--- config.mk ---
export PLATFORM = sky130hd
export DESIGN_NAME = fpc_regs
export DESIGN_NICKNAME = d
export VERILOG_FILES = /design/src/logic/fpc_pkg.sv /design/src/logic/fpc_regs.sv
export VERILOG_INCLUDE_DIRS = /design/src /design/src/logic
export SDC_FILE = /design/constraint.sdc
export NUM_CORES = 1
export LEC_CHECK = 0
export BUFFER_PORTS_ARGS = -buffer_cell sky130_fd_sc_hd__buf_2
export CAP_MARGIN = 20
export CORE_ASPECT_RATIO = 0.9
export CORE_MARGIN = 4
export CORE_UTILIZATION = 30
export CTS_BUF_LIST = sky130_fd_sc_hd__clkbuf_4
export CTS_CLUSTER_DIAMETER = 120
export DETAILED_ROUTE_END_ITERATION = 16
export PLACE_DENSITY = 0.48
export RECOVER_POWER = 100
export SLEW_MARGIN = 25
export SYNTH_ARGS = -nofsm -noshare
export SYNTH_HDL_FRONTEND = slang
export SYNTH_SLANG_ARGS = --single-unit
export TNS_END_PERCENT = 100
--- constraint.sdc ---
create_clock -name clk -period 9.45 [get_ports clk]
set_input_delay 2.835 -clock clk [delete_from_list [all_inputs] [get_ports clk]]
set_output_delay 2.835 -clock clk [all_outputs]
set_load 0.05 [all_outputs]
--- src/logic/fpc_cfg.svh ---
// Opcodes, field positions and reset values of the protect registers
// Assumes inclusion by bare name from the design file
`ifndef FPC_CFG_SVH
`define FPC_CFG_SVH
`define FPC_OP_WR_EN    8'h06
`define FPC_OP_WR_DIS   8'h04
`define FPC_OP_STAT_WR  8'h01
`define FPC_OP_FUNC_WR  8'h42
`define FPC_OP_RDP_SET  8'hC0
`define FPC_OP_STAT_RD  8'h05
`define FPC_OP_FUNC_RD  8'h48
`define FPC_OP_RDP_RD   8'h61
`define FPC_OP_CHIP_ER0 8'hC7
`define FPC_OP_CHIP_ER1 8'h60
`define FPC_OP_PAGE_PG  8'h02
`define FPC_OP_QUAD_PG  8'h32
`define FPC_OP_SECT_ER  8'h20
`define FPC_OP_BLK32_ER 8'h52
`define FPC_OP_BLK_ER   8'hD8
`define FPC_OP_IROW_PG  8'h62
`define FPC_OP_SUSP     8'h75
`define FPC_OP_RESUME   8'h7A
`define FPC_RDP_RST     8'hE0
`define FPC_QE_RST      1'b0
`define FPC_BLK_HI      22
`define FPC_BLK_LO      16
`define FPC_IROW_HI     9
`define FPC_IROW_LO     8
`define FPC_BITS_MAX    6'h28
`define FPC_BURST_MIN   7'h08
`define FPC_ALL_BLKS    8'h80
`endif

--- src/logic/fpc_pkg.sv ---
// Types of the protect and configuration register block
// Assumes nothing of its surroundings
package fpc_pkg;
  typedef enum logic [1:0] {
    LS_IDLE = 2'b01,
    LS_BUSY = 2'b10
  } fpc_link_e;
  typedef enum logic [2:0] {
    OP_PAGE = 3'h0,
    OP_SECT = 3'h1,
    OP_BLK  = 3'h2,
    OP_CHIP = 3'h3,
    OP_IROW = 3'h4
  } fpc_op_e;
  typedef struct packed {
    fpc_op_e     kind;
    logic [23:0] addr;
  } fpc_op_s;
  typedef struct packed {
    logic       lock;
    logic       qe;
    logic [3:0] lvl;
  } fpc_stat_s;
  typedef struct packed {
    logic [3:0] irl;
    logic       erase_suspended_flag;
    logic       program_suspended_flag;
    logic       area_top_bottom_sel;
  } fpc_func_s;
  typedef struct packed {
    logic [4:0]  syn1;
    logic [4:0]  syn2;
    logic        sckPrev;
    logic        csPrev;
    fpc_link_e   link;
    logic [5:0]  bitCnt;
    logic [7:0]  shIn;
    logic [7:0]  opc;
    logic [7:0]  dat;
    logic [23:0] addr;
    logic [2:0]  outIdx;
    logic        so;
    logic        soOe;
    fpc_stat_s   st;
    logic        write_enable_latch;
    logic        busy;
    fpc_func_s   fn;
    logic [7:0]  rp;
    logic        opStart;
    fpc_op_s     op;
    logic        pinsData;
    logic        wpAct;
    logic        holdAct;
    logic [6:0]  burst;
  } fpc_state_s;
endpackage

--- src/logic/fpc_regs.sv ---
// Protect, function and read-parameter registers behind the serial pins
// Assumes array core on clk; pins and serial clock asynchronous to clk
`include "fpc_cfg.svh"
module fpc_regs (
  input  wire logic            clk,
  input  wire logic            arst_n,
  input  wire logic            csN,
  input  wire logic            sck,
  input  wire logic            si,
  input  wire logic            wpN,
  input  wire logic            holdN,
  input  wire logic            opDone,
  output logic                 so,
  output logic                 soOe,
  output logic                 opStart,
  output fpc_pkg::fpc_op_s     opReq,
  output logic [7:0]           statusByte,
  output logic [7:0]           funcByte,
  output logic [7:0]           readParam,
  output logic [6:0]           burstBytes,
  output logic                 pinsAsData,
  output logic                 wpActive,
  output logic                 holdActive
);
  fpc_pkg::fpc_state_s q;
  fpc_pkg::fpc_state_s n;

  ////////////////////////////////////////////////////////////////////////
  // Protection map

  function automatic logic isProt(input logic [3:0] lvl,
                                  input logic       bot,
                                  input logic [6:0] blk);
    logic [7:0] cnt;
    cnt = 8'h01 << (lvl[2:0] - 3'h1);
    if (lvl[3]) begin
      isProt = 1'b1;
    end else if (lvl[2:0] == 3'h0) begin
      isProt = 1'b0;
    end else if (bot) begin
      isProt = {1'b0, blk} < cnt;
    end else begin
      isProt = {1'b0, blk} >= (`FPC_ALL_BLKS - cnt);
    end
  endfunction

  function automatic logic isRead(input logic [7:0] opc);
    isRead = (opc == `FPC_OP_STAT_RD) || (opc == `FPC_OP_FUNC_RD) ||
             (opc == `FPC_OP_RDP_RD);
  endfunction

  ////////////////////////////////////////////////////////////////////////
  // Next state

  logic       sckRise;
  logic       sckFall;
  logic       csRise;
  logic       csHigh;
  logic       wpLow;
  logic [2:0] nb;
  logic [7:0] newByte;
  logic [7:0] stByte;
  logic [7:0] fnByte;
  logic [7:0] rdByte;
  logic       canWr;

  always_comb begin
    n = q;
    n.opStart = 1'b0;
    n.syn1 = {csN, sck, si, wpN, holdN};
    n.syn2 = q.syn1;
    n.sckPrev = q.syn2[3];
    n.csPrev = q.syn2[4];
    csHigh = q.syn2[4];
    sckRise = q.syn2[3] & ~q.sckPrev;
    sckFall = ~q.syn2[3] & q.sckPrev;
    csRise = csHigh & ~q.csPrev;
    wpLow = ~q.st.qe & ~q.syn2[1];
    nb = q.bitCnt[5:3];
    newByte = {q.shIn[6:0], q.syn2[2]};
    stByte = {q.st, q.write_enable_latch, q.busy};
    fnByte = {q.fn, 1'b0};
    canWr = q.write_enable_latch & ~q.busy;
    unique case (q.opc)
      `FPC_OP_STAT_RD: rdByte = stByte;
      `FPC_OP_FUNC_RD: rdByte = fnByte;
      default:         rdByte = q.rp;
    endcase
    // Serial shifter
    if (csHigh) begin
      n.link = fpc_pkg::LS_IDLE;
      n.bitCnt = 6'h00;
      n.outIdx = 3'h0;
      n.soOe = 1'b0;
    end else begin
      n.link = fpc_pkg::LS_BUSY;
      if (sckRise) begin
        n.shIn = newByte;
        if (q.bitCnt != `FPC_BITS_MAX) begin
          n.bitCnt = q.bitCnt + 6'h01;
        end
        if (q.bitCnt[2:0] == 3'h7) begin
          unique case (nb)
            3'h0: n.opc = newByte;
            3'h1: begin
              n.dat = newByte;
              n.addr = {q.addr[15:0], newByte};
            end
            3'h2, 3'h3: n.addr = {q.addr[15:0], newByte};
            default: n.addr = q.addr;
          endcase
        end
      end
      if (sckFall && nb != 3'h0 && isRead(q.opc)) begin
        n.so = rdByte[3'h7 - q.outIdx];
        n.outIdx = q.outIdx + 3'h1;
        n.soOe = 1'b1;
      end
    end
    // Core completion
    if (opDone && q.busy) begin
      n.busy = 1'b0;
      n.write_enable_latch = 1'b0;
    end
    // Commands take effect only at deselect
    if (csRise && nb != 3'h0) begin
      unique case (q.opc)
        `FPC_OP_WR_EN:  n.write_enable_latch = 1'b1;
        `FPC_OP_WR_DIS: n.write_enable_latch = 1'b0;
        `FPC_OP_STAT_WR: begin
          if (canWr && nb >= 3'h2 && !(q.st.lock && wpLow)) begin
            n.st = q.dat[7:2];
            n.write_enable_latch = 1'b0;
          end
        end
        `FPC_OP_FUNC_WR: begin
          if (canWr && nb >= 3'h2) begin
            n.fn.area_top_bottom_sel = q.fn.area_top_bottom_sel | q.dat[1];
            n.fn.irl = q.fn.irl | q.dat[7:4];
            n.write_enable_latch = 1'b0;
          end
        end
        `FPC_OP_RDP_SET: begin
          if (nb >= 3'h2) begin
            n.rp = q.dat;
          end
        end
        `FPC_OP_CHIP_ER0, `FPC_OP_CHIP_ER1: begin
          if (canWr && q.st.lvl == 4'h0) begin
            n.opStart = 1'b1;
            n.op = {fpc_pkg::OP_CHIP, 24'h000000};
            n.busy = 1'b1;
          end
        end
        `FPC_OP_PAGE_PG, `FPC_OP_QUAD_PG, `FPC_OP_SECT_ER,
        `FPC_OP_BLK32_ER, `FPC_OP_BLK_ER: begin
          if (canWr && nb >= 3'h4 &&
              !isProt(q.st.lvl, q.fn.area_top_bottom_sel,
                      q.addr[`FPC_BLK_HI:`FPC_BLK_LO])) begin
            n.opStart = 1'b1;
            n.op.addr = q.addr;
            n.op.kind = (q.opc == `FPC_OP_SECT_ER) ? fpc_pkg::OP_SECT :
                        (q.opc == `FPC_OP_BLK_ER ||
                         q.opc == `FPC_OP_BLK32_ER) ? fpc_pkg::OP_BLK :
                        fpc_pkg::OP_PAGE;
            n.busy = 1'b1;
          end
        end
        `FPC_OP_IROW_PG: begin
          if (canWr && nb >= 3'h4 &&
              !q.fn.irl[q.addr[`FPC_IROW_HI:`FPC_IROW_LO]]) begin
            n.opStart = 1'b1;
            n.op = {fpc_pkg::OP_IROW, q.addr};
            n.busy = 1'b1;
          end
        end
        `FPC_OP_SUSP: begin
          if (q.busy && !q.fn.program_suspended_flag && !q.fn.erase_suspended_flag) begin
            if (q.op.kind == fpc_pkg::OP_PAGE ||
                q.op.kind == fpc_pkg::OP_IROW) begin
              n.fn.program_suspended_flag = 1'b1;
            end else begin
              n.fn.erase_suspended_flag = 1'b1;
            end
          end
        end
        `FPC_OP_RESUME: begin
          n.fn.program_suspended_flag = 1'b0;
          n.fn.erase_suspended_flag = 1'b0;
        end
        default: n.opStart = 1'b0;
      endcase
    end
    // Pin remap and decoded fields
    n.pinsData = n.st.qe;
    n.wpAct = ~n.st.qe & ~q.syn2[1];
    n.holdAct = ~n.st.qe & ~q.syn2[0];
    n.burst = `FPC_BURST_MIN << n.rp[1:0];
  end

  ////////////////////////////////////////////////////////////////////////
  // State register

  always_ff @(posedge clk or negedge arst_n) begin
    if (!arst_n) begin
      q <= '0;
      q.syn1 <= 5'h17;
      q.syn2 <= 5'h17;
      q.csPrev <= 1'b1;
      q.link <= fpc_pkg::LS_IDLE;
      q.st.qe <= `FPC_QE_RST;
      q.pinsData <= `FPC_QE_RST;
      q.rp <= `FPC_RDP_RST;
      q.burst <= `FPC_BURST_MIN;
    end else begin
      q <= n;
    end
  end

  assign so = q.so;
  assign soOe = q.soOe;
  assign opStart = q.opStart;
  assign opReq = q.op;
  assign statusByte = {q.st, q.write_enable_latch, q.busy};
  assign funcByte = {q.fn, 1'b0};
  assign readParam = q.rp;
  assign burstBytes = q.burst;
  assign pinsAsData = q.pinsData;
  assign wpActive = q.wpAct;
  assign holdActive = q.holdAct;
endmodule

* Word-level counts from Yosys, hierarchy flattened *
Cells that the tools add are included.

operators by class
  equal/unequal tests = 30
  reductions and logical operators = 47
  add/subtract/negate cells = 5
  magnitude comparators = 6
  multiplexer cells = 47
  bitwise operators = 18
  shift-type cells = 2

operators with widths
  cell                                           number
  two-way mux 28 bit                             3
  one-hot mux 27 bit (3 select lines)            1
  == test 8 x 7 -> 1 bit, second input constant  8
  two-way mux 54 bit                             1
  two-way mux 50 bit                             1
  two-way mux 40 bit                             1
  two-way mux 8 bit                              4
  == test 8 x 3 -> 1 bit, second input constant  3
  == test 8 bit, second input constant           3
  two-way mux 24 bit                             1
  AND reduction 4 bit                            5
  two-way mux 6 bit                              3
  == test 8 x 6 -> 1 bit, second input constant  2
  two-way mux 1 bit                              16
  one-hot mux 8 bit (2 select lines)             1
  logical AND 1 bit                              13
  inequality test 2 bit, second input constant   6
  two-way mux 5 bit                              2
  zero test 3 bit                                3
  inverter 1 bit                                 9
  AND reduction 3 bit                            3
  == test 8 x 1 -> 1 bit, second input constant  1
  == test 8 x 2 -> 1 bit, second input constant  1
  >= comparator 7 x 8 -> 1 bit                   1
  other kinds (37)                               63

storage, ports and cells
  logic and storage cells = 184
  input bits = 8
  bits in registers = 131
  output and inout port bits = 64

* Logic depth before layout (Yosys ltp) *
Gate-level depths: netlist of the first run.

  word-level depth = 16
  depth in mapped cells = 19

* Worst setup path after synthesis of the first run *
No wires, ideal clock.

  kind = register -> output
  start point = register, netlist name pinsAsData
  end point = output port statusByte[6]
  arrival = 937 ps
  cell stages (with the launch flop) = 2
  buffers on the path = 1
  setup slack = 5,678 ps
  cell sequence = dfrtp_1 -> buf_4

RTL lines
  element        RTL line        RTL
  end, declared  fpc_regs.sv:17  output logic [7:0] statusByte,

* Worst setup path after layout of the first run *
  start point = register q, in the netlist statusByte[2]
  end point = register q, in the netlist opReq[24]

between the ends
  cells in the longest elaborated chain, start to end = 13

ends and longest elaborated chain
  element                          RTL line         RTL
  start, declared                  fpc_regs.sv:25   fpc_pkg::fpc_state_s q;
  start signal, assigned           fpc_regs.sv:216  q <= n;
  subtractor 3 x 1 -> 3 bit        fpc_regs.sv:35   cnt = 8'h01 << (lvl[2:0] - 3'h1);
  left shift 1 x 3 -> 8 bit        fpc_regs.sv:35
  subtractor 8 bit (no line)       -
  >= comparator 7 x 8 -> 1 bit     fpc_regs.sv:43   isProt = {1'b0, blk} >= (`FPC_ALL_BLKS - cnt);
  two-way mux 1 bit                fpc_regs.sv:40   end else if (bot) begin
  two-way mux 1 bit                fpc_regs.sv:38   end else if (lvl[2:0] == 3'h0) begin
  two-way mux 1 bit                fpc_regs.sv:36   if (lvl[3]) begin
  two-way mux 1 bit                fpc_regs.sv:127  unique case (q.opc)
  two-way mux 1 bit                fpc_regs.sv:126  if (csRise && nb != 3'h0) begin
  zero test 1 bit                  fpc_regs.sv:158  !isProt(q.st.lvl, q.fn.area_top_bottom_sel,
  logical AND 1 bit                fpc_regs.sv:157  if (canWr && nb >= 3'h4 &&
  inequality test 2 bit (no line)  -
  AND reduction 5 bit (no line) *  -

Every way passes the cells marked *; elsewhere a longest branch is shown, timed or not. The select of a mux whose other input is x is not followed.
A chain may end at the register's enable or synchronous reset.

==> impl_metrics.ini, run 1 <==
[outcome]
outcome = finished, violations left
violations = capacitance limit, slew limit

[pwr]
p_seq_frac = 0.584
powerDensity_mw_per_mm2 = 145.9
vdd_drop_max_uv = 80.53
power_frac_comb = 0.034
power.leakage_nw = 3.047
p_clk_frac = 0.382
intPower_w = 0.0007331
total_power_w = 0.001003
netSwitchingFraction = 0.2688
netSwitchingPower_w = 0.0002694

[finish]
fin_util = 0.3259
synthToLayoutAreaGrowth_pct = 5.534
nets = 624
drive_gt1_frac = 0.1990
final_common_cell = dfrtp_1
final_cell_mix = dfrtp_1, clkbuf_1, mux2_2

[sta]
hold_viol = 0
setup_viol = 0
final.hold.worst_slack_ns = 0.3522
layout_setup_ws_ns = 4.142
timing.slew.headroom = -0.9360
period_share = 0.5616
tightestPinTransition_ns = 2.904
min_period_ns = 5.308
finalClockSkew_ns = 0.02244
setup_tns_ns = 0
fmax_mhz = 188.4
maxSlewViolCount = 81
grt_setup_unrepaired = no

[global_route]
overflow = 0
grt_first_pass_wirelength_um = 23870
grt_pass1_vias = 4382
track_usage = 0.1267
grt_max_degree = 77
antenna_found_initial = 1

[drt]
ant_nets = 0
route.detailed.drc = 0
num_vias = 4200
wl_um = 14710
drtPass1Iterations = 4
routedWlPerCell_um = 16.44
detail_route.iter0.violations = 209
avgViaCountPerCell = 4.693

[floorplanning]
initial_core_util = 0.3088
die_w_um = 163.3
ioPinCount = 72
placementRows = 50
die_h_um = 147.8
core_area_mm2 = 0.02108
dieArea_mm2 = 0.02413

[worst_setup_path]
worstPathMaxFanout = 27
cp.required_ns = 9.89
cp-end-kind = flop
start_kind = flop
criticalPathCategory = flop to flop
worstPathArrival_ns = 5.75

[synthesis]
synth_warnings = 0
synth_ff_type = dfrtp_1
ys_types = 67
synth_area_mm2 = 0.006511
async_reset_ff_frac = 1.000
synth-seq-cells = 127
netlist_instances = 581
synth_edf_count = 0
ys_seq_area_frac = 0.4906
syn_avg_cell_area_um2 = 11.21

[clock_tree]
cts_max_path_buffers = 2
cts_hold_buf = 0
cts.sinks = 127
cts_made_buffers = 17
htree_num_levels = 4
cts-resized-gates = 0
cts_root_buf = clkbuf_4
clk-insertion-delay-late_ns = 0.56
postCtsSetupRepairBufs = 0
clk_pin_slew_ns = 0.12
cts_tree = done

[hold_path]
min_path_type = flop to flop

[placed_design]
pre_cts_ws_ns = 5.021
io_buffers = 67
dpl.hpwl_um = 10820
place_congestion = 0.8728

[run]
cap_violations = 2
[path summary, 6_finish.rpt]
| kind | start | to | slack [ns] | cells after the start |
|---|---|---|---|---|
| setup / recovery | statusByte[2] | opReq[24] | 4.14 | 15 |
| hold / removal | n[124] | q[124] | 0.35 | 0 |
| setup reg to reg | statusByte[2] | opReq[24] | 4.14 | 15 |
| hold reg to reg | n[124] | q[124] | 0.35 | 0 |
| max in group asynchronous | arst_n | opReq[7] | 4.46 | 2 |
| min in group asynchronous | arst_n | holdActive | 3.22 | 1 |
[Yosys cell counts, drive strengths merged (7+ instances only)]
cell / count / area share
ha: 21 / 0.040
nand3: 9 / 0.0077
dfstp: 13 / 0.052
inv: 41 / 0.024
mux2: 59 / 0.10
nand2: 48 / 0.028
mux2i: 29 / 0.045
a21oi: 16 / 0.012
nor2: 35 / 0.021
dfrtp: 114 / 0.44
nor2b: 11 / 0.011
o21ai: 12 / 0.0098
nor3: 7 / 0.0079
buf: 72 / 0.085
[worst max-delay path, stage by stage (launching register included)]
cell,delay [ns]
dfrtp_1,0.65
nor2_1,0.16
ha_1,0.38
nand2_1,0.07
or2_2,0.30
ha_1,0.21
xnor2_1,0.17
ha_1,0.27
a21oi_1,0.16
o21ai_0,0.14
a41oi_1,0.29
nand2_1,0.10
nand3_1,0.13
a41o_1,0.24
clkbuf_1,1.48
mux2_2,0.45
[routing by layer]
metal  GRT usage  vias to the layer above  part of all wire
li1            -                     1977                 -
met1      0.1675                     2119              0.48
met2      0.2000                       88              0.46
met3     0.03736                       16             0.041
met4     0.04151                        0             0.018
met5           0                        -                 0
[kinds of logic (layout without fill, tap and decap cells)]
family	count (synthesis)	after routing	share of synthesized area
other	1	5	0.0005759
muxes	89	89	0.1501
and+or+nand+nor	150	150	0.1222
buffers and inverters	119	143	0.1116
xor gates and xnor gates	11	11	0.01480
AOI/OAI and AO/OA	62	62	0.06822
DFF	127	127	0.4906
adders and majority gates	22	22	0.04189
[sequential cells by signal, indices dropped and copies added, names as in the netlist]
name / count
wpActive: 1
newByte: 8
holdActive: 1
so: 1
statusByte: 7
opReq: 27
pinsAsData: 1
nb: 3
csHigh: 1
n: 6
burstBytes: 4
q: 50
opStart: 1
soOe: 1
readParam: 8
funcByte: 7
[per-stage QoR]
stage          std cells  instance area (µm²)
2_1_floorplan        584                 6523
3_3_place_gp         862                 6676
3_5_place_dp         862                 6685
4_1_cts              894                 6972
5_1_grt              895                 6872
6_report             895                 6872
[power groups by stage]
stage | sequential, W | combinational [W] | clock, W
6_report | 0.000586 | 0.0000336 | 0.000383
3_3_place_gp | 0.000596 | 0.0000338 | 0
3_5_place_dp | 0.000597 | 0.0000351 | 0
5_1_grt | 0.000588 | 0.0000384 | 0.000424
4_1_cts | 0.000586 | 0.0000352 | 0.000400
2_1_floorplan | 0.000583 | 0.0000201 | 0
[cell type report]
cell class / instances / area (µm²)
fillers: 2154 / 14210
clock buffers: 17 / 127.6
multi-input cells: 338 / 2600
repair buffers: 70 / 276.5
clock inverters: 15 / 158.9
well taps: 286 / 357.8
flip-flops and latches: 127 / 3194
diodes: 1 / 2.502
inverters: 41 / 153.9
Power figures use the tool's default switching activity.
==> inputs of run 2 (changes only) <==
==> constraint.sdc (replaced) <==
create_clock -name clk -period 5.48 [get_ports clk]
set_input_delay 1.644 -clock clk [delete_from_list [all_inputs] [get_ports clk]]
set_output_delay 1.644 -clock clk [all_outputs]
set_load 0.05 [all_outputs]
==> run 2 against run 1 <==
  * The run still ends with capacitance limit, slew limit left
  * Final area barely moved
  * Combinational power grew 76%
  * Wire length increased by 0.20%
  * Critical path depth stayed put
  * Maximum frequency up 20%
  * Worst hold slack improved by 0.012 ns
  * Global-route usage decreased by 0.087 points
  * Largest power group unchanged
  * Highest routed layer unchanged
==> impl_metrics.ini, run 2 (same netlist as run 1, synthesis figures left out) <==
[worst_setup_path]
worst_path_max_delay_cell = dfrtp_1
criticalPathCategory = flop to flop
worstPathArrival_ns = 4.87
cp-endpoint = opReq[16]
worstRegToRegCells = 15
worst_r2r_endpoint = opReq[16]
cp-end-kind = flop
r2r-start = statusByte[3]
cpPeakStageDelay_ns = 0.60
worstPathMaxFanout = 15
crit_top_cell = ha_1
r2r_setup_slack_ns = 1.06
cp.required_ns = 5.94
cp-startpoint = statusByte[3]
start_kind = flop
path_cells = nor2_1 -> ha_1 -> nand2_1 -> or2_2 -> ha_1 -> nor2b_1 -> mux2i_1 -> ha_1 -> or2_2 -> a21oi_1 -> nor2_1 -> nand3_1 -> a41o_1 -> clkbuf_1 -> mux2i_1

[drt]
route.detailed.drc = 0
avgViaCountPerCell = 4.657
detail_route.iter0.violations = 144
wl_um = 14740
drtPass1Iterations = 4
routedWlPerCell_um = 16.44
ant_nets = 0
num_vias = 4177

[sta]
maxSlewViolCount = 49
setup_viol = 0
tightestPinTransition_ns = 2.607
fmax_mhz = 226.4
hold_viol = 0
final.hold.worst_slack_ns = 0.3643
period_share = 0.8059
min_period_ns = 4.416
grt_setup_unrepaired = no
timing.slew.headroom = -0.7381
finalClockSkew_ns = 0.01939
setup_tns_ns = 0

[floorplanning]
core_area_mm2 = 0.02108
placementRows = 50
die_h_um = 147.8
die_w_um = 163.3
ioPinCount = 72
initial_core_util = 0.3088
dieArea_mm2 = 0.02413

[clock_tree]
htree_num_levels = 4
cts_max_path_buffers = 2
cts_root_buf = clkbuf_4
cts-resized-gates = 0
cts.sinks = 127
cts_tree = done
clk_pin_slew_ns = 0.12
clk-insertion-delay-late_ns = 0.54
cts_made_buffers = 17
cts_hold_buf = 0
postCtsSetupRepairBufs = 0

[global_route]
track_usage = 0.1259
antenna_found_initial = 1
overflow = 0
grt_max_degree = 80
grt_pass1_vias = 4261
grt_first_pass_wirelength_um = 23530

[pwr]
powerDensity_mw_per_mm2 = 248.4
power.leakage_nw = 3.034
vdd_drop_max_uv = 115.4

[outcome]
violations = capacitance limit, slew limit
outcome = finished, violations left

[finish]
largest-register = q
final_common_cell = dfrtp_1
drive_gt1_frac = 0.1951
largest_reg_flops = 50
final_cell_mix = dfrtp_1, clkbuf_1, mux2_2
nets = 626
synthToLayoutAreaGrowth_pct = 5.438

[hold_path]
min_path_type = flop to flop

[run]
cap_violations = 1

[placed_design]
dpl.hpwl_um = 10760
place_congestion = 0.8389
io_buffers = 67
run 2: stage by stage:
| step | util | cell area (µm²) | cells | total power (W) | setup WS, ns |
|---|---|---|---|---|---|
| after floorplan | - | 6523 | 584 | 0.001040 | 1.923 |
| after global routing | 0.3256 | 6865 | 897 | 0.001784 | 0.6661 |
| after global placement | 0.3174 | 6691 | 864 | 0.001085 | 1.444 |
| after CTS | 0.3303 | 6963 | 896 | 0.001738 | 1.206 |
| final | 0.3256 | 6865 | 897 | 0.001706 | 1.064 |
| after detailed placement | 0.3174 | 6691 | 864 | 0.001088 | 1.307 |
run 2: final cells by class:
cell class | count | area (µm²)
multi-input combinational | 338 | 2600
inverter | 41 | 153.9
timing repair buffer | 72 | 285.3
fill | 2172 | 14220
clock buffer | 20 | 150.1
antenna | 1 | 2.502
sequential | 127 | 3194
tap | 286 | 357.8
clock inverter | 12 | 121.4
run 2: routing by layer:
layer,vias up,global-route usage,part of all wire
met2,76,0.1971,0.46
met3,20,0.03206,0.036
met4,0,0.04235,0.017
li1,1970,-,-
met1,2111,0.1704,0.49
met5,-,0,0
run 2: worst max-delay path: cells and delay by family (launching register included):
| kind | cells | cell delay (ns) |
|---|---|---|
| AND/OR/NAND/NOR | 7 | 1.14 |
| adder cells (fa/ha/maj) | 3 | 0.83 |
| AO/OA/AOI/OAI | 2 | 0.76 |
| flip-flops | 1 | 0.60 |
| buffers and inverters | 1 | 0.60 |
| multiplexers | 2 | 0.41 |
run 2: worst min-delay path by stage:
stage	startpoint	endpoint	slack, ns	depth (start not counted)
global route	n[125]	q[125]	0.36	0
CTS	n[124]	q[124]	0.36	0
floorplan	n[127]	n[123]	0.33	0
global placement	n[127]	n[123]	0.34	0
finish	n[127]	n[123]	0.36	0
detailed placement	n[127]	n[123]	0.34	0
run 2: power by group:
group / leakage [nW] / internal [W] / switching, W
logic: 1.19 / 0.0000223 / 0.0000369
clock network: 0.142 / 0.000282 / 0.000359
registers: 1.70 / 0.000966 / 0.0000388
